File: src/imsc_pkg.sv
package imsc_pkg;
   // bus geometry
   localparam int unsigned ADDR_W = 8;
   localparam int unsigned DATA_W = 32;
   localparam int unsigned BYTE_W = 8;
   localparam int unsigned FIFO_DEPTH = 32;
   localparam int unsigned LEVEL_W = 6;
   // register byte addresses
   localparam logic [7:0] ADDR_CTL2 = 8'h00;
   localparam logic [7:0] ADDR_MODE = 8'h04;
   localparam logic [7:0] ADDR_TXBUF = 8'h08;
   localparam logic [7:0] ADDR_RXBUF = 8'h0c;
   localparam logic [7:0] ADDR_STATUS = 8'h10;
   // reset values
   localparam logic [7:0] CTL2_RESET = 8'h00;
   localparam logic MODE_RESET = 1'h0;
   // field positions
   localparam int unsigned MODE_MASTER_BIT = 0;
   localparam int unsigned STAT_BUSY_BIT = 0;
   localparam int unsigned STAT_RXNE_BIT = 1;
   localparam int unsigned STAT_FULL_BIT = 2;
   localparam int unsigned STAT_LVL_LSB = 8;
   localparam int unsigned RX_VALID_BIT = 8;
   localparam int unsigned GO_SEN = 0;
   localparam int unsigned GO_RESTART_CONDITION_GO = 1;
   localparam int unsigned GO_PEN = 2;
   localparam int unsigned GO_MASTER_RECEIVE_GO = 3;
   localparam int unsigned GO_ACK_SEQUENCE_GO = 4;
   localparam int unsigned ACK_VALUE_TO_SEND_BIT = 5;
   localparam int unsigned GENERAL_CALL_IRQ_ENABLE_BIT = 7;
   // bus answers
   localparam logic [1:0] RESP_OKAY = 2'h0;
   localparam logic [1:0] RESP_SLVERR = 2'h2;
   // timing: one bit on the line is four quarter slots
   localparam int unsigned CLK_PERIOD_NS = 10;
   localparam int unsigned BIT_TIME_NS = 10000;
   localparam int unsigned QUARTERS = 4;
   localparam int unsigned QTR_CYC = BIT_TIME_NS / (QUARTERS * CLK_PERIOD_NS);
   localparam int unsigned QTR_CNT_W = 8;
   // index of the last bit slot of each operation
   localparam logic [3:0] LAST_TX = 4'h8;
   localparam logic [3:0] LAST_RX = 4'h7;
   localparam logic [3:0] LAST_ONE = 4'h0;
   localparam logic [3:0] ACK_SLOT = 4'h8;

   typedef struct packed {
      logic general_call_irq_enable;
      logic ack_received_status;
      logic ack_value_to_send;
      logic ack_sequence_go;
      logic master_receive_go;
      logic stop_condition_go;
      logic restart_condition_go;
      logic start_go_or_stretch_enable;
   } imsc_ctl2_s;

   typedef struct packed {
      logic scl_low;
      logic sda_low;
   } imsc_drive_s;

   typedef enum logic [2:0] {OP_START, OP_RSTART, OP_STOP, OP_RX, OP_ACK, OP_TX} imsc_op_e;
   typedef enum logic {ST_IDLE, ST_RUN} imsc_state_e;
endpackage

File: src/imsc_tick_div.sv
`timescale 1ns/1ps
`default_nettype none
module imsc_tick_div
(
   input wire logic aclk,
   input wire logic aresetn,
   input wire logic run,
   output logic tick
);
   logic [imsc_pkg::QTR_CNT_W-1:0] cnt_q;
   logic [imsc_pkg::QTR_CNT_W-1:0] cnt_d;
   localparam logic [imsc_pkg::QTR_CNT_W-1:0] TOP = imsc_pkg::QTR_CNT_W'(imsc_pkg::QTR_CYC - 1);

   // restart from zero when idle so the first slot is always full length
   always_comb
   begin
      tick = run && (cnt_q == TOP);
      if (!run || tick)
         cnt_d = '0;
      else
         cnt_d = cnt_q + 1'b1;
   end

   always_ff @(posedge aclk)
   begin
      if (!aresetn)
         cnt_q <= '0;
      else
         cnt_q <= cnt_d;
   end
endmodule
`default_nettype wire

File: src/imsc_fifo.sv
`timescale 1ns/1ps
`default_nettype none
module imsc_fifo
#(
   parameter int unsigned WIDTH = 8,
   parameter int unsigned DEPTH = 32
)
(
   input wire logic aclk,
   input wire logic aresetn,
   input wire logic in_valid,
   output logic in_ready,
   input wire logic [WIDTH-1:0] in_data,
   output logic out_valid,
   input wire logic out_ready,
   output logic [WIDTH-1:0] out_data,
   output logic [$clog2(DEPTH):0] level
);
   localparam int unsigned AW = $clog2(DEPTH);
   logic [WIDTH-1:0] mem [DEPTH];
   logic [AW-1:0] wr_q;
   logic [AW-1:0] wr_d;
   logic [AW-1:0] rd_q;
   logic [AW-1:0] rd_d;
   logic [AW:0] cnt_q;
   logic [AW:0] cnt_d;
   logic push;
   logic pop;

   // pointers wrap naturally since depth is a power of two
   always_comb
   begin
      in_ready = (cnt_q != (AW+1)'(DEPTH));
      out_valid = (cnt_q != '0);
      out_data = mem[rd_q];
      level = cnt_q;
      push = in_valid && in_ready;
      pop = out_valid && out_ready;
      wr_d = push ? wr_q + 1'b1 : wr_q;
      rd_d = pop ? rd_q + 1'b1 : rd_q;
      cnt_d = cnt_q + (AW+1)'(push) - (AW+1)'(pop);
   end

   always_ff @(posedge aclk)
   begin
      if (push)
         mem[wr_q] <= in_data;
      if (!aresetn)
      begin
         wr_q <= '0;
         rd_q <= '0;
         cnt_q <= '0;
      end
      else
      begin
         wr_q <= wr_d;
         rd_q <= rd_d;
         cnt_q <= cnt_d;
      end
   end
endmodule
`default_nettype wire

File: src/imsc_core.sv
// Overview of operation
// - The acknowledge-sequence go bit acts only in master mode, to answer a byte just received.
// - Setting the acknowledge go bit drives one acknowledge slot carrying the stored ack value, then hardware clears the bit.
// - Setting the receive go bit in master mode clocks in one byte from the slave unless the receive buffer is full; at zero, receive is idle.
// - Setting the stop go bit in master mode drives a Stop condition; while it reads zero no Stop runs.
// - Hardware clears the stop go bit itself once its Stop condition has finished on the lines.
// - Setting the repeated-start go bit in master mode drives a Repeated Start, then hardware clears it.
// - Go bits and buffer writes are only accepted while the engine is idle; nothing is queued while busy.
`timescale 1ns/1ps
`default_nettype none
module imsc_core
(
   input wire logic aclk,
   input wire logic aresetn,
   input wire logic [7:0] awaddr,
   input wire logic awvalid,
   output logic awready,
   input wire logic [31:0] wdata,
   input wire logic [3:0] wstrb,
   input wire logic wvalid,
   output logic wready,
   output logic [1:0] bresp,
   output logic bvalid,
   input wire logic bready,
   input wire logic [7:0] araddr,
   input wire logic arvalid,
   output logic arready,
   output logic [31:0] rdata,
   output logic [1:0] rresp,
   output logic rvalid,
   input wire logic rready,
   input wire logic serial_clock_line_i,
   output logic serial_clock_line_o,
   output logic serial_clock_line_oe,
   input wire logic serial_data_line_i,
   output logic serial_data_line_o,
   output logic serial_data_line_oe,
   output logic stretch_enable
);
   // bus side state
   logic aw_have_q, aw_have_d;
   logic [7:0] awaddr_q, awaddr_d;
   logic w_have_q, w_have_d;
   logic [7:0] wbyte_q, wbyte_d;
   logic wlane_q, wlane_d;
   logic bvalid_q, bvalid_d;
   logic [1:0] bresp_q, bresp_d;
   logic rvalid_q, rvalid_d;
   logic [31:0] rdata_q, rdata_d;
   logic [1:0] rresp_q, rresp_d;
   imsc_pkg::imsc_ctl2_s ctl_q, ctl_d;
   logic master_q, master_d;
   logic start_go;
   imsc_pkg::imsc_op_e start_op;
   logic rx_pop;
   // engine state
   imsc_pkg::imsc_state_e st_q, st_d;
   imsc_pkg::imsc_op_e op_q, op_d;
   logic [1:0] qtr_q, qtr_d;
   logic [3:0] bit_q, bit_d;
   logic [7:0] sh_q, sh_d;
   logic ack_q, ack_d;
   imsc_pkg::imsc_drive_s drv_q, drv_d;
   logic eng_done;
   logic idle;
   logic tick;
   logic send_bit;
   // receive buffer
   logic fifo_in_ready;
   logic fifo_out_valid;
   logic [7:0] fifo_out_data;
   logic [imsc_pkg::LEVEL_W-1:0] fifo_level;

   // last bit slot index of an operation
   function automatic logic [3:0] last_slot(input imsc_pkg::imsc_op_e op);
      case (op)
         imsc_pkg::OP_TX: last_slot = imsc_pkg::LAST_TX;
         imsc_pkg::OP_RX: last_slot = imsc_pkg::LAST_RX;
         default: last_slot = imsc_pkg::LAST_ONE;
      endcase
   endfunction

   // line levels for each quarter slot; bit slots put data on sda while scl is low
   function automatic imsc_pkg::imsc_drive_s line_drive(input imsc_pkg::imsc_op_e op,
                                                        input logic [1:0] qtr,
                                                        input logic b);
      imsc_pkg::imsc_drive_s d;
      d.scl_low = 1'b0;
      d.sda_low = 1'b0;
      case (op)
         imsc_pkg::OP_START:
         begin
            d.sda_low = qtr[1];
            d.scl_low = (qtr == 2'h3);
         end
         imsc_pkg::OP_RSTART:
         begin
            d.sda_low = qtr[1];
            d.scl_low = (qtr == 2'h0) || (qtr == 2'h3);
         end
         imsc_pkg::OP_STOP:
         begin
            d.sda_low = (qtr != 2'h3);
            d.scl_low = (qtr == 2'h0);
         end
         default:
         begin
            d.sda_low = !b;
            d.scl_low = (qtr == 2'h0) || (qtr == 2'h3);
         end
      endcase
      return d;
   endfunction

   assign idle = (st_q == imsc_pkg::ST_IDLE);
   // handshake outputs combinational, one write and one read in flight
   assign awready = !aw_have_q && !bvalid_q;
   assign wready = !w_have_q && !bvalid_q;
   assign arready = !rvalid_q;
   assign bvalid = bvalid_q;
   assign bresp = bresp_q;
   assign rvalid = rvalid_q;
   assign rdata = rdata_q;
   assign rresp = rresp_q;
   // open drain: only ever pull low
   assign serial_clock_line_o = 1'b0;
   assign serial_data_line_o = 1'b0;
   assign serial_clock_line_oe = drv_q.scl_low;
   assign serial_data_line_oe = drv_q.sda_low;
   assign stretch_enable = !master_q && ctl_q.start_go_or_stretch_enable;

   // register file, write and read channels
   always_comb
   begin
      aw_have_d = aw_have_q;
      awaddr_d = awaddr_q;
      w_have_d = w_have_q;
      wbyte_d = wbyte_q;
      wlane_d = wlane_q;
      bvalid_d = bvalid_q;
      bresp_d = bresp_q;
      rvalid_d = rvalid_q;
      rdata_d = rdata_q;
      rresp_d = rresp_q;
      ctl_d = ctl_q;
      master_d = master_q;
      start_go = 1'b0;
      start_op = imsc_pkg::OP_START;
      rx_pop = 1'b0;
      if (awvalid && awready)
      begin
         aw_have_d = 1'b1;
         awaddr_d = awaddr;
      end
      if (wvalid && wready)
      begin
         w_have_d = 1'b1;
         wbyte_d = wdata[7:0];
         wlane_d = wstrb[0];
      end
      // completion clears the go bit of the finished step
      if (eng_done)
      begin
         case (op_q)
            imsc_pkg::OP_START: ctl_d.start_go_or_stretch_enable = 1'b0;
            imsc_pkg::OP_RSTART: ctl_d.restart_condition_go = 1'b0;
            imsc_pkg::OP_STOP: ctl_d.stop_condition_go = 1'b0;
            imsc_pkg::OP_RX: ctl_d.master_receive_go = 1'b0;
            imsc_pkg::OP_ACK: ctl_d.ack_sequence_go = 1'b0;
            imsc_pkg::OP_TX: ctl_d.ack_received_status = ack_q;
            default: ctl_d.ack_received_status = ctl_q.ack_received_status;
         endcase
      end
      if (aw_have_q && w_have_q && !bvalid_q)
      begin
         aw_have_d = 1'b0;
         w_have_d = 1'b0;
         bvalid_d = 1'b1;
         bresp_d = imsc_pkg::RESP_OKAY;
         case (awaddr_q)
            imsc_pkg::ADDR_CTL2:
               if (wlane_q)
               begin
                  ctl_d.general_call_irq_enable = wbyte_q[imsc_pkg::GENERAL_CALL_IRQ_ENABLE_BIT];
                  ctl_d.ack_value_to_send = wbyte_q[imsc_pkg::ACK_VALUE_TO_SEND_BIT];
                  if (!master_q)
                     ctl_d.start_go_or_stretch_enable = wbyte_q[imsc_pkg::GO_SEN];
                  else if (idle)
                  begin
                     // one step per write; lowest bit wins, except that the receive bit is skipped while the buffer is full; the rest are dropped
                     start_go = 1'b1;
                     if (wbyte_q[imsc_pkg::GO_SEN])
                     begin
                        ctl_d.start_go_or_stretch_enable = 1'b1;
                        start_op = imsc_pkg::OP_START;
                     end
                     else if (wbyte_q[imsc_pkg::GO_RESTART_CONDITION_GO])
                     begin
                        ctl_d.restart_condition_go = 1'b1;
                        start_op = imsc_pkg::OP_RSTART;
                     end
                     else if (wbyte_q[imsc_pkg::GO_PEN])
                     begin
                        ctl_d.stop_condition_go = 1'b1;
                        start_op = imsc_pkg::OP_STOP;
                     end
                     else if (wbyte_q[imsc_pkg::GO_MASTER_RECEIVE_GO] && fifo_in_ready)
                     begin
                        ctl_d.master_receive_go = 1'b1;
                        start_op = imsc_pkg::OP_RX;
                     end
                     else if (wbyte_q[imsc_pkg::GO_ACK_SEQUENCE_GO])
                     begin
                        ctl_d.ack_sequence_go = 1'b1;
                        start_op = imsc_pkg::OP_ACK;
                     end
                     else
                        start_go = 1'b0;
                  end
               end
            imsc_pkg::ADDR_MODE:
               if (wlane_q && idle)
                  master_d = wbyte_q[imsc_pkg::MODE_MASTER_BIT];
            imsc_pkg::ADDR_TXBUF:
               if (wlane_q && master_q && idle)
               begin
                  start_go = 1'b1;
                  start_op = imsc_pkg::OP_TX;
               end
            imsc_pkg::ADDR_RXBUF, imsc_pkg::ADDR_STATUS:
               bresp_d = imsc_pkg::RESP_OKAY;
            default:
               bresp_d = imsc_pkg::RESP_SLVERR;
         endcase
      end
      if (bvalid_q && bready)
         bvalid_d = 1'b0;
      if (arvalid && arready)
      begin
         rvalid_d = 1'b1;
         rresp_d = imsc_pkg::RESP_OKAY;
         rdata_d = '0;
         case (araddr)
            imsc_pkg::ADDR_CTL2: rdata_d[7:0] = ctl_q;
            imsc_pkg::ADDR_MODE: rdata_d[imsc_pkg::MODE_MASTER_BIT] = master_q;
            imsc_pkg::ADDR_TXBUF: rdata_d[7:0] = sh_q;
            imsc_pkg::ADDR_RXBUF:
               if (fifo_out_valid)
               begin
                  // reading pops; an empty buffer reads with the valid bit low
                  rdata_d[7:0] = fifo_out_data;
                  rdata_d[imsc_pkg::RX_VALID_BIT] = 1'b1;
                  rx_pop = 1'b1;
               end
            imsc_pkg::ADDR_STATUS:
            begin
               rdata_d[imsc_pkg::STAT_BUSY_BIT] = !idle;
               rdata_d[imsc_pkg::STAT_RXNE_BIT] = fifo_out_valid;
               rdata_d[imsc_pkg::STAT_FULL_BIT] = !fifo_in_ready;
               rdata_d[imsc_pkg::STAT_LVL_LSB +: imsc_pkg::LEVEL_W] = fifo_level;
            end
            default: rresp_d = imsc_pkg::RESP_SLVERR;
         endcase
      end
      else if (rvalid_q && rready)
         rvalid_d = 1'b0;
   end

   always_ff @(posedge aclk)
   begin
      if (!aresetn)
      begin
         aw_have_q <= 1'b0;
         awaddr_q <= 8'h00;
         w_have_q <= 1'b0;
         wbyte_q <= 8'h00;
         wlane_q <= 1'b0;
         bvalid_q <= 1'b0;
         bresp_q <= imsc_pkg::RESP_OKAY;
         rvalid_q <= 1'b0;
         rdata_q <= 32'h0000_0000;
         rresp_q <= imsc_pkg::RESP_OKAY;
         ctl_q <= imsc_pkg::CTL2_RESET;
         master_q <= imsc_pkg::MODE_RESET;
      end
      else
      begin
         aw_have_q <= aw_have_d;
         awaddr_q <= awaddr_d;
         w_have_q <= w_have_d;
         wbyte_q <= wbyte_d;
         wlane_q <= wlane_d;
         bvalid_q <= bvalid_d;
         bresp_q <= bresp_d;
         rvalid_q <= rvalid_d;
         rdata_q <= rdata_d;
         rresp_q <= rresp_d;
         ctl_q <= ctl_d;
         master_q <= master_d;
      end
   end

   // bit to put on sda: data msb first, own ack value, else release
   always_comb
   begin
      if (op_q == imsc_pkg::OP_TX && bit_q != imsc_pkg::ACK_SLOT)
         send_bit = sh_q[7];
      else if (op_q == imsc_pkg::OP_ACK)
         send_bit = ctl_q.ack_value_to_send;
      else
         send_bit = 1'b1;
   end

   // line engine: each step is a run of bit slots of four quarters
   always_comb
   begin
      st_d = st_q;
      op_d = op_q;
      qtr_d = qtr_q;
      bit_d = bit_q;
      sh_d = sh_q;
      ack_d = ack_q;
      drv_d = drv_q;
      eng_done = 1'b0;
      unique case (st_q)
         imsc_pkg::ST_IDLE:
            if (start_go)
            begin
               st_d = imsc_pkg::ST_RUN;
               op_d = start_op;
               qtr_d = 2'h0;
               bit_d = 4'h0;
               sh_d = (start_op == imsc_pkg::OP_TX) ? wbyte_q : 8'h00;
            end
         imsc_pkg::ST_RUN:
            if (tick)
            begin
               drv_d = line_drive(op_q, qtr_q, send_bit);
               // sample mid-high of scl
               if (qtr_q == 2'h2 && op_q == imsc_pkg::OP_RX)
                  sh_d = {sh_q[6:0], serial_data_line_i};
               if (qtr_q == 2'h2 && op_q == imsc_pkg::OP_TX && bit_q == imsc_pkg::ACK_SLOT)
                  ack_d = serial_data_line_i;
               if (qtr_q == 2'h3 && op_q == imsc_pkg::OP_TX)
                  sh_d = {sh_q[6:0], 1'b0};
               if (qtr_q == 2'h3)
               begin
                  qtr_d = 2'h0;
                  bit_d = bit_q + 4'h1;
                  if (bit_q == last_slot(op_q))
                  begin
                     eng_done = 1'b1;
                     st_d = imsc_pkg::ST_IDLE;
                  end
               end
               else
                  qtr_d = qtr_q + 2'h1;
            end
      endcase
   end

   always_ff @(posedge aclk)
   begin
      if (!aresetn)
      begin
         st_q <= imsc_pkg::ST_IDLE;
         op_q <= imsc_pkg::OP_START;
         qtr_q <= 2'h0;
         bit_q <= 4'h0;
         sh_q <= 8'h00;
         ack_q <= 1'b0;
         drv_q <= 2'h0;
      end
      else
      begin
         st_q <= st_d;
         op_q <= op_d;
         qtr_q <= qtr_d;
         bit_q <= bit_d;
         sh_q <= sh_d;
         ack_q <= ack_d;
         drv_q <= drv_d;
      end
   end

   imsc_tick_div u_div
   (
      .aclk(aclk),
      .aresetn(aresetn),
      .run(!idle),
      .tick(tick)
   );

   // received bytes; a full buffer refuses new receive steps
   imsc_fifo #(.WIDTH(imsc_pkg::BYTE_W), .DEPTH(imsc_pkg::FIFO_DEPTH)) u_rx_fifo
   (
      .aclk(aclk),
      .aresetn(aresetn),
      .in_valid(eng_done && op_q == imsc_pkg::OP_RX),
      .in_ready(fifo_in_ready),
      .in_data(sh_q),
      .out_valid(fifo_out_valid),
      .out_ready(rx_pop),
      .out_data(fifo_out_data),
      .level(fifo_level)
   );
endmodule
`default_nettype wire

File: config.mk
export PLATFORM = sky130hd
export DESIGN_NAME = imsc_core
export DESIGN_NICKNAME = d
export VERILOG_FILES = /design/src/imsc_pkg.sv /design/src/imsc_tick_div.sv /design/src/imsc_fifo.sv /design/src/imsc_core.sv
export SDC_FILE = /design/constraint.sdc
export NUM_CORES = 1
export LEC_CHECK = 0
export BUFFER_PORTS_ARGS = -buffer_cell sky130_fd_sc_hd__buf_2
export CORE_MARGIN = 2
export CORE_UTILIZATION = 55
export DETAILED_ROUTE_END_ITERATION = 16
export PLACE_DENSITY = 0.74
export SLEW_MARGIN = 25
export SYNTH_ARGS = -nofsm -noshare
export SYNTH_HDL_FRONTEND = slang
export SYNTH_SLANG_ARGS = --single-unit
File: constraint.sdc
create_clock -name aclk -period 3.1 [get_ports aclk]
set_clock_uncertainty 0.05 [all_clocks]
set_input_delay 0.31 -clock aclk [delete_from_list [all_inputs] [get_ports aclk]]
set_output_delay 0.31 -clock aclk [all_outputs]
set_load 0.01 [all_outputs]
==> results.sh, run 1 <==
export IMPL_cp_arrival_ns=3.08
export IMPL_grt_pass1_vias=9191
export IMPL_ys_ff_latch=352
export IMPL_root_buffer="clkbuf_16"
export IMPL_critPathMaxFanout=8
export IMPL_seq_area_frac_synth_pct=64.5
export IMPL_grt_max_degree=43
export IMPL_p_leak_nw=5.55
export IMPL_clkLatencyLatePin_ns=0.53
export IMPL_grtUsageMet2_pct=39.6
export IMPL_nets=1309
export IMPL_cts_clk_slew_worst_paths_ns=0.06
export IMPL_slowest_stage="dfxtp_1"
export IMPL_grt_busiest_layer="met2"
export IMPL_synth_area_mux_share_pct=11.3
export IMPL_grt_util_met1_pct=33.5
export IMPL_syn_inst=1100
export IMPL_firstDrtPassIters=5
export IMPL_rsz0062_at_grt="false"
export IMPL_h_tree_depth=2
export IMPL_cap_viol_max_count=0
export IMPL_cts_tree="done"
export IMPL_synth_top_cell_area_share_pct=51.6
export IMPL_die_h_um=169
export IMPL_core_area_um2=26800
export IMPL_slew_violations=0
export IMPL_rows=60
export IMPL_overflow=0
export IMPL_netlist_area_um2=14900
export IMPL_wire_per_inst_um=20.9
export IMPL_holdWs_ns=0.0114
export IMPL_totalWireLength_um=33400
export IMPL_final_common_cell="edfxtp_1"
export IMPL_synth_compound_area_share_pct=6.72
export IMPL_yosys_most_used_dff="edfxtp_1"
export IMPL_start_kind="register"
export IMPL_drive_gt1_share_pct=19.9
export IMPL_grt_pass1_wl_um=52400
export IMPL_relSlewSlack_pct=48.0
export IMPL_initial_core_util_pct=55.6
export IMPL_yosysWarnings=0
export IMPL_max_stage_delay_ns=0.39
export IMPL_yosys_area_share_simple_pct=11.2
export IMPL_drc=0
export IMPL_antenna_found_initial=0
export IMPL_ir_worst_vdd_v=0.000386
export IMPL_final_cell_mix="edfxtp_1, nand2_1, dfxtp_1"
export IMPL_critPathRequiredTime_ns=3.27
export IMPL_cts_num_sinks=352
export IMPL_cts_buffers=37
export IMPL_min_path_type="input port to register"
export IMPL_async_reset_ff_share_pct=0
export IMPL_fin_setup_tns_ns=0
export IMPL_synth_distinct_cells=66
export IMPL_drt_initial_drc_count=1059
export IMPL_synth_top_family_by_area="multiplexers"
export IMPL_dieArea_um2=28400
export IMPL_yosys_area_share_xor_xnor_pct=0.940
export IMPL_worstPathCellList="ha_1 > and3b_1 > nand4_1 > nand4b_1 > inv_1 > buf_4 > nand2_1 > nor2_1 > buf_4"
export IMPL_ioPinCount=107
export IMPL_vias_per_cell=5.98
export IMPL_worstMarginPinSlew_ns=0.773
export IMPL_cpMostUsedCell="buf_4"
export IMPL_end_kind="register"
export IMPL_period_needed_ns=2.90
export IMPL_powerDensity_nw_per_um2=552
export IMPL_synth_avg_cell_area_um2=13.6
export IMPL_dp_hpwl_um=21400
export IMPL_vias=9545
export IMPL_met3_usage_pct=3.65
export IMPL_ant_nets=0
export IMPL_place_congestion=0.822
export IMPL_status="completed"
export IMPL_area_growth_pct=15.7
export IMPL_yosysTopAreaCell="edfxtp_1"
export IMPL_cts_max_path_buffers=3
export IMPL_cts_setup_buffers=0
export IMPL_track_usage_pct=24.0
export IMPL_synth_adder_area_share_pct=1.90
export IMPL_hold_violations=0
export IMPL_fmax_mhz=344
export IMPL_num_antenna_cells=0
export IMPL_setup_viol=0
export IMPL_fin_crit_sh_pct=93.7
export IMPL_path_class="register to register"
export IMPL_synth_edf_count=256
export IMPL_synth_area_leaders="edfxtp_1, dfxtp_1, mux4_2"
export IMPL_io_buffers=56
export IMPL_die_w_um=169
[what timing repair did]
| action | 4_1_cts | 5_1_grt |
|---|---|---|
| resized for setup | 0 | 1 |
| hold buffers | 19 | 0 |
| endpoints found under the setup margin | 0 | 2 |
| endpoints found under the hold margin | 19 | 0 |
[per-layer routing]
metal  share of wire (%)  vias to the layer above
met5                   0                        -
met4                 2.7                        0
met3                 7.1                       69
met2                  48                      398
met1                  42                     4720
li1                    -                     4358
[state kept, by name (all words and copies together) (netlist names), 2 cells and up, named ones only]
register,count
awaddr_q,8
u_rx_fifo.level,6
u_rx_fifo.rd_q,5
sh_q,8
rdata,14
u_rx_fifo.mem,256
wbyte_q,8
op_q,3
qtr_q,2
ctl_q,8
u_rx_fifo.wr_q,5
u_div.cnt_q,8
bit_q,4
[cell usage after synthesis (4+ instances only)]
| master | number |
|---|---|
| or4_1 | 4 |
| a21oi_1 | 58 |
| a22oi_1 | 11 |
| nor2b_1 | 8 |
| nor4b_1 | 5 |
| mux2i_1 | 41 |
| a32oi_1 | 6 |
| mux2_2 | 5 |
| mux4_2 | 54 |
| a221oi_1 | 5 |
| edfxtp_1 | 256 |
| or3_1 | 7 |
| o21ai_0 | 22 |
| nand3b_1 | 19 |
| buf_2 | 6 |
| ha_1 | 21 |
| a31oi_1 | 5 |
| o21a_1 | 7 |
| xnor2_1 | 5 |
| nand2_1 | 115 |
| nand4_1 | 13 |
| o22ai_1 | 6 |
| nor2_1 | 78 |
| and2_1 | 11 |
| dfxtp_1 | 96 |
| nor3_1 | 7 |
| buf_4 | 22 |
| clkbuf_1 | 42 |
| and3_1 | 7 |
| xor2_1 | 11 |
| nand2b_1 | 10 |
| o31ai_1 | 7 |
| buf_1 | 12 |
| nor4_1 | 6 |
| nand3_1 | 39 |
| inv_1 | 26 |
[worst max-delay path, delay by kind of cell (launching register included)]
family	cells	cell delay, ns
fa+ha+maj	1	0.17
buf+inv	3	0.59
flops	1	0.39
simple gates	5	1.39
[per-stage QoR]
stage               setup WS (ns)  cells  power, mW  util, %  instance area (um2)
finish                      0.195   1596       9.52     64.3                17200
global route               0.0279   1596       9.78     64.3                17200
CTS                         0.185   1596       9.58     64.3                17200
detailed placement          0.221   1509       5.29     59.2                15900
global placement            0.307   1509       5.29     59.2                15900
floorplan                   0.274   1121       5.25        -                15000
[kinds of logic after synthesis]
group / count (synthesis)
AOI/OAI and AO/OA: 156
xor gates and xnor gates: 16
adders and majority gates: 22
buffers and inverters: 110
DFF: 352
muxes: 100
other: 1
and+or+nand+nor: 343
[path summary, 6_finish.rpt]
path,end,start,cells after the start,slack [ns]
setup / recovery,u_rx_fifo.mem[26][1],u_div.cnt_q[0],9,0.20
setup reg to reg,u_rx_fifo.mem[26][1],u_div.cnt_q[0],9,0.20
hold / removal,ack_q,serial_data_line_i,3,0.01
hold reg to reg,awaddr_q[6],awaddr_q[6],2,0.40
[area by class of cell]
type,instances,area [um2]
fill,1850,9560
tap,341,427
sequential,352,9620
clock inverter,10,129
multi-input combinational,659,4870
clock buffer,58,1070
timing repair buffer,149,1040
inverter,27,101
[power by group]
part | switching, mW | internal (mW) | leakage (nW) | total (mW)
combinational | 0.109 | 0.0742 | 2.13 | 0.183
clock | 1.76 | 2.55 | 0.572 | 4.31
sequential | 0.0264 | 5.00 | 2.85 | 5.03
total | 1.89 | 7.63 | 5.55 | 9.52
(Power assumes the default switching activity.)
==> run 2, diff against run 1 <==
--- a/config.mk
+++ b/config.mk
@@ -8,6 +8,7 @@
 export BUFFER_PORTS_ARGS = -buffer_cell sky130_fd_sc_hd__buf_2
 export CORE_MARGIN = 2
 export CORE_UTILIZATION = 55
+export CTS_BUF_LIST = sky130_fd_sc_hd__clkbuf_8 sky130_fd_sc_hd__clkbuf_16
 export DETAILED_ROUTE_END_ITERATION = 16
 export PLACE_DENSITY = 0.74
 export SLEW_MARGIN = 25
==> results.sh, run 2 (synthesized netlist as in run 1, its figures left out) <==
export IMPL_vias=9544
export IMPL_rows=60
export IMPL_end_kind="register"
export IMPL_rsz0062_at_grt="false"
export IMPL_antenna_found_initial=0
export IMPL_powerDensity_nw_per_um2=549
export IMPL_h_tree_depth=2
export IMPL_path_class="register to register"
export IMPL_cts_num_sinks=352
export IMPL_r2r_end="u_rx_fifo.mem[12][0]"
export IMPL_place_congestion=0.822
export IMPL_ant_nets=0
export IMPL_grt_pass1_vias=9190
export IMPL_cap_viol_max_count=0
export IMPL_root_buffer="clkbuf_16"
export IMPL_dp_hpwl_um=21400
export IMPL_p_leak_nw=5.62
export IMPL_cp_arrival_ns=3.13
export IMPL_dieArea_um2=28400
export IMPL_start_kind="register"
export IMPL_n_fill_cell=1850
export IMPL_setup_viol=0
export IMPL_cts_clk_slew_worst_paths_ns=0.06
export IMPL_r2r_start="u_div.cnt_q[0]"
export IMPL_drt_initial_drc_count=1064
export IMPL_largest_reg_flops=256
export IMPL_reg2regPathDepth=9
export IMPL_min_path_type="input port to register"
export IMPL_critPathRequiredTime_ns=3.28
export IMPL_slew_violations=0
export IMPL_ioPinCount=107
export IMPL_critPathMaxFanout=8
export IMPL_final_common_cell="edfxtp_1"
export IMPL_final_cell_mix="edfxtp_1, nand2_1, dfxtp_1"
export IMPL_cts_max_path_buffers=3
export IMPL_min_delay_start="serial_data_line_i"
export IMPL_firstDrtPassIters=6
export IMPL_wire_per_inst_um=21.0
export IMPL_die_w_um=169
export IMPL_hold_path_endpoint="ack_q"
export IMPL_period_needed_ns=2.95
export IMPL_clkLatencyLatePin_ns=0.53
export IMPL_worstMarginPinSlew_ns=0.766
export IMPL_grt_pass1_wl_um=52400
export IMPL_relSlewSlack_pct=48.5
export IMPL_regToRegSetupSlack_ns=0.15
export IMPL_hold_violations=0
export IMPL_status="completed"
export IMPL_track_usage_pct=24.0
export IMPL_area_growth_pct=15.7
export IMPL_io_buffers=56
export IMPL_die_h_um=169
export IMPL_fmax_mhz=339
export IMPL_largest_register="u_rx_fifo.mem"
export IMPL_core_area_um2=26800
export IMPL_fin_setup_tns_ns=0
export IMPL_finalPower_mw=9.47
export IMPL_initial_core_util_pct=55.6
export IMPL_worst_slack_ns=0.151
export IMPL_overflow=0
export IMPL_drive_gt1_share_pct=19.9
export IMPL_ir_worst_vdd_v=0.000386
export IMPL_cts_buffers=37
export IMPL_nets=1309
export IMPL_vias_per_cell=5.98
export IMPL_post_place_ws_ns=0.221
export IMPL_fin_crit_sh_pct=95.1
export IMPL_cts_setup_buffers=0
export IMPL_num_antenna_cells=0
export IMPL_drc=0
export IMPL_cts_tree="done"
export IMPL_hold_path_depth=3
export IMPL_totalWireLength_um=33400
export IMPL_grt_max_degree=43
[run 2: cell types whose count changed in the layout (fill, tap and decap cells not counted)]
cell | before | now
inv_1 | 26 | 42
clkbuf_1 | 16 | 0
[run 2: power by group]
group	switching (mW)	internal, mW	total (mW)
clock network	1.75	2.50	4.25
logic	0.110	0.0742	0.184
registers	0.0264	5.00	5.03
total	1.89	7.58	9.47
[run 2: layout make-up]
type	count	area (um2)	share of cell area, %
sequential	352	9620	55.8
multi-input combinational	659	4870	28.2
timing repair buffer	149	1040	6.02
clock buffer	42	1010	5.83
tap	341	427	2.47
clock inverter	26	189	1.10
inverter	27	101	0.588
[run 2: worst max-delay path, cell delays in order, from the launching register on]
cell      delay [ns]
dfxtp_1         0.39
ha_1            0.17
and3b_1         0.25
nand4_1         0.26
nand4b_1        0.28
inv_1           0.19
buf_4           0.18
nand2_1         0.30
nor2_1          0.35
buf_4           0.23
[run 2: through the flow]
stage	instance area [um2]	hold slack, ns	cells	utilization [%]
after floorplan	15000	0.381	1121	-
after global placement	15900	0.388	1509	59.2
after detailed placement	15900	0.393	1509	59.2
after CTS	17200	0.000676	1596	64.3
after global routing	17200	0.00879	1596	64.3
final	17200	0.0119	1596	64.3
[run 2: timing repair]
action | CTS | global route
hold endpoints to repair | 19 | 0
endpoints found under the setup margin | 0 | 2
resized for setup | 0 | 1
hold buffers | 19 | 0
[run 2: worst max path at each step]
stage                        from  slack (ns)                    to
4_1_cts            u_div.cnt_q[0]        0.18  u_rx_fifo.mem[24][7]
5_1_grt        u_rx_fifo.level[2]        0.03               sh_q[0]
3_3_place_gp            araddr[1]        0.31    u_rx_fifo.level[4]
2_1_floorplan           araddr[5]        0.27    u_rx_fifo.level[4]
3_5_place_dp       u_div.cnt_q[0]        0.22  u_rx_fifo.mem[24][4]
6_report           u_div.cnt_q[0]        0.15  u_rx_fifo.mem[12][0]
[run 2: layer usage]
metal	GRT usage, %	vias to the layer above	wire length [um]
met5	0	-	0
met3	3.65	69	2500
met2	39.6	422	16000
li1	-	4358	-
met1	33.5	4695	14000
met4	7.42	0	929
==> run 3, diff against run 2 <==
--- a/config.mk
+++ b/config.mk
@@ -7,10 +7,10 @@
 export LEC_CHECK = 0
 export BUFFER_PORTS_ARGS = -buffer_cell sky130_fd_sc_hd__buf_2
 export CORE_MARGIN = 2
-export CORE_UTILIZATION = 55
+export CORE_UTILIZATION = 49
 export CTS_BUF_LIST = sky130_fd_sc_hd__clkbuf_8 sky130_fd_sc_hd__clkbuf_16
 export DETAILED_ROUTE_END_ITERATION = 16
-export PLACE_DENSITY = 0.74
+export PLACE_DENSITY = 0.67
 export SLEW_MARGIN = 25
 export SYNTH_ARGS = -nofsm -noshare
 export SYNTH_HDL_FRONTEND = slang
==> results.sh, run 3 (synthesized netlist as in run 1, its figures left out) <==
export IMPL_grt_pass1_wl_um=52100
export IMPL_powerDensity_nw_per_um2=551
export IMPL_end_kind="register"
export IMPL_path_class="register to register"
export IMPL_cts_buffers=36
export IMPL_fin_setup_tns_ns=0
export IMPL_fmax_mhz=345
export IMPL_initial_core_util_pct=50.0
export IMPL_status="completed"
export IMPL_worstMarginPinSlew_ns=0.776
export IMPL_ir_worst_vdd_v=0.000413
export IMPL_dieArea_um2=31800
export IMPL_final_cell_mix="edfxtp_1, nand2_1, dfxtp_1"
export IMPL_start_kind="register"
export IMPL_relSlewSlack_pct=47.8
export IMPL_grt_busiest_layer="met2"
export IMPL_cts_hold_buf=16
export IMPL_vias_per_cell=5.67
export IMPL_ant_nets=0
export IMPL_drt_initial_drc_count=881
export IMPL_grtUsageMet2_pct=34.4
export IMPL_io_buffers=56
export IMPL_n_fill_cell=2325
export IMPL_fin_crit_sh_pct=93.5
export IMPL_cts_max_path_buffers=3
export IMPL_setup_viol=0
export IMPL_final_common_cell="edfxtp_1"
export IMPL_overflow=0
export IMPL_die_w_um=178
export IMPL_min_path_type="input port to register"
export IMPL_cp_arrival_ns=3.21
export IMPL_path_buf_inv=3
export IMPL_hold_violations=0
export IMPL_cts_clk_slew_worst_paths_ns=0.06
export IMPL_core_area_um2=29800
export IMPL_cts_resized=0
export IMPL_track_usage_pct=21.6
export IMPL_dp_hpwl_um=22200
export IMPL_drive_gt1_share_pct=20.7
export IMPL_nets=1308
export IMPL_critPathMaxFanout=5
export IMPL_cts_tree="done"
export IMPL_grt_max_degree=39
export IMPL_area_growth_pct=16.0
export IMPL_slew_violations=0
export IMPL_critPathRequiredTime_ns=3.41
export IMPL_p_leak_nw=5.59
export IMPL_wire_per_inst_um=20.6
export IMPL_h_tree_depth=2
export IMPL_num_antenna_cells=0
export IMPL_cts_num_sinks=352
export IMPL_rows=63
export IMPL_totalWireLength_um=33800
export IMPL_largest_reg_flops=256
export IMPL_grt_pass1_vias=9121
export IMPL_met3_usage_pct=3.58
export IMPL_clkLatencyLatePin_ns=0.51
export IMPL_cpMostUsedCell="inv_1"
export IMPL_antenna_found_initial=0
export IMPL_grt_util_met1_pct=30.8
export IMPL_period_needed_ns=2.90
export IMPL_vias=9310
export IMPL_slowest_stage="dfxtp_1"
export IMPL_max_stage_delay_ns=0.40
export IMPL_largest_register="u_rx_fifo.mem"
export IMPL_rsz0062_at_grt="false"
export IMPL_ioPinCount=107
export IMPL_die_h_um=178
export IMPL_place_congestion=0.813
export IMPL_drc=0
export IMPL_crit_family="adder cells"
export IMPL_worstPathCellList="ha_1 > and3b_1 > nand4_1 > nand4b_1 > inv_1 > ha_1 > inv_1 > fa_1 > inv_1 > a21oi_1 > o21bai_1 > xnor2_1 > nor2_1"
export IMPL_firstDrtPassIters=5
export IMPL_cts_setup_buffers=0
export IMPL_finalPower_mw=9.52
export IMPL_root_buffer="clkbuf_16"
export IMPL_cap_viol_max_count=0
## run 3: metrics by stage
| stage | hold slack, ns | utilization [%] | area (um2) | setup WS [ns] | cells |
|---|---|---|---|---|---|
| 5_1_grt | 0.0262 | 58.0 | 17300 | 0.0365 | 1641 |
| 3_3_place_gp | 0.387 | 53.5 | 16000 | 0.300 | 1561 |
| 6_report | 0.0181 | 58.0 | 17300 | 0.203 | 1641 |
| 2_1_floorplan | 0.381 | - | 15000 | 0.274 | 1121 |
| 4_1_cts | 0.00396 | 58.0 | 17300 | 0.212 | 1641 |
| 3_5_place_dp | 0.399 | 53.5 | 16000 | 0.257 | 1561 |
## run 3: layer usage
metal / up-vias / wire (um)
li1: 4346 / -
met1: 4602 / 15000
met2: 299 / 15700
met3: 63 / 2160
met4: 0 / 850
met5: - / 0
## run 3: final timing paths
kind / startpoint / endpoint / slack, ns / cells past startpoint
worst max-delay path: u_div.cnt_q[0] / u_rx_fifo.level[4] / 0.20 / 13
worst min-delay path: rready / rvalid / 0.02 / 3
worst max register to register: u_div.cnt_q[0] / u_rx_fifo.level[4] / 0.20 / 13
worst min register to register: awaddr_q[5] / awaddr_q[5] / 0.41 / 2
## run 3: report_power, final
part / leakage (nW) / internal (mW) / switching (mW)
logic: 2.14 / 0.0717 / 0.110
registers: 2.85 / 5.00 / 0.0275
clock network: 0.603 / 2.57 / 1.74
total: 5.59 / 7.65 / 1.87
## run 3: cell type report
class	instances	area, um2	share of cell area, %
repair buffers	149	1040	6.03
well taps	390	488	2.82
flip-flops and latches	352	9610	55.6
clock inverters	24	219	1.27
clock buffers	40	967	5.59
inverters	27	101	0.586
multi-input cells	659	4860	28.1
## run 3: worst register-to-register path, stage by stage, from the launching register on
cell      delay [ns]
dfxtp_1         0.40
ha_1            0.16
and3b_1         0.20
nand4_1         0.24
nand4b_1        0.29
inv_1           0.24
ha_1            0.25
inv_1           0.07
fa_1            0.40
inv_1           0.07
a21oi_1         0.05
o21bai_1        0.15
xnor2_1         0.13
nor2_1          0.06
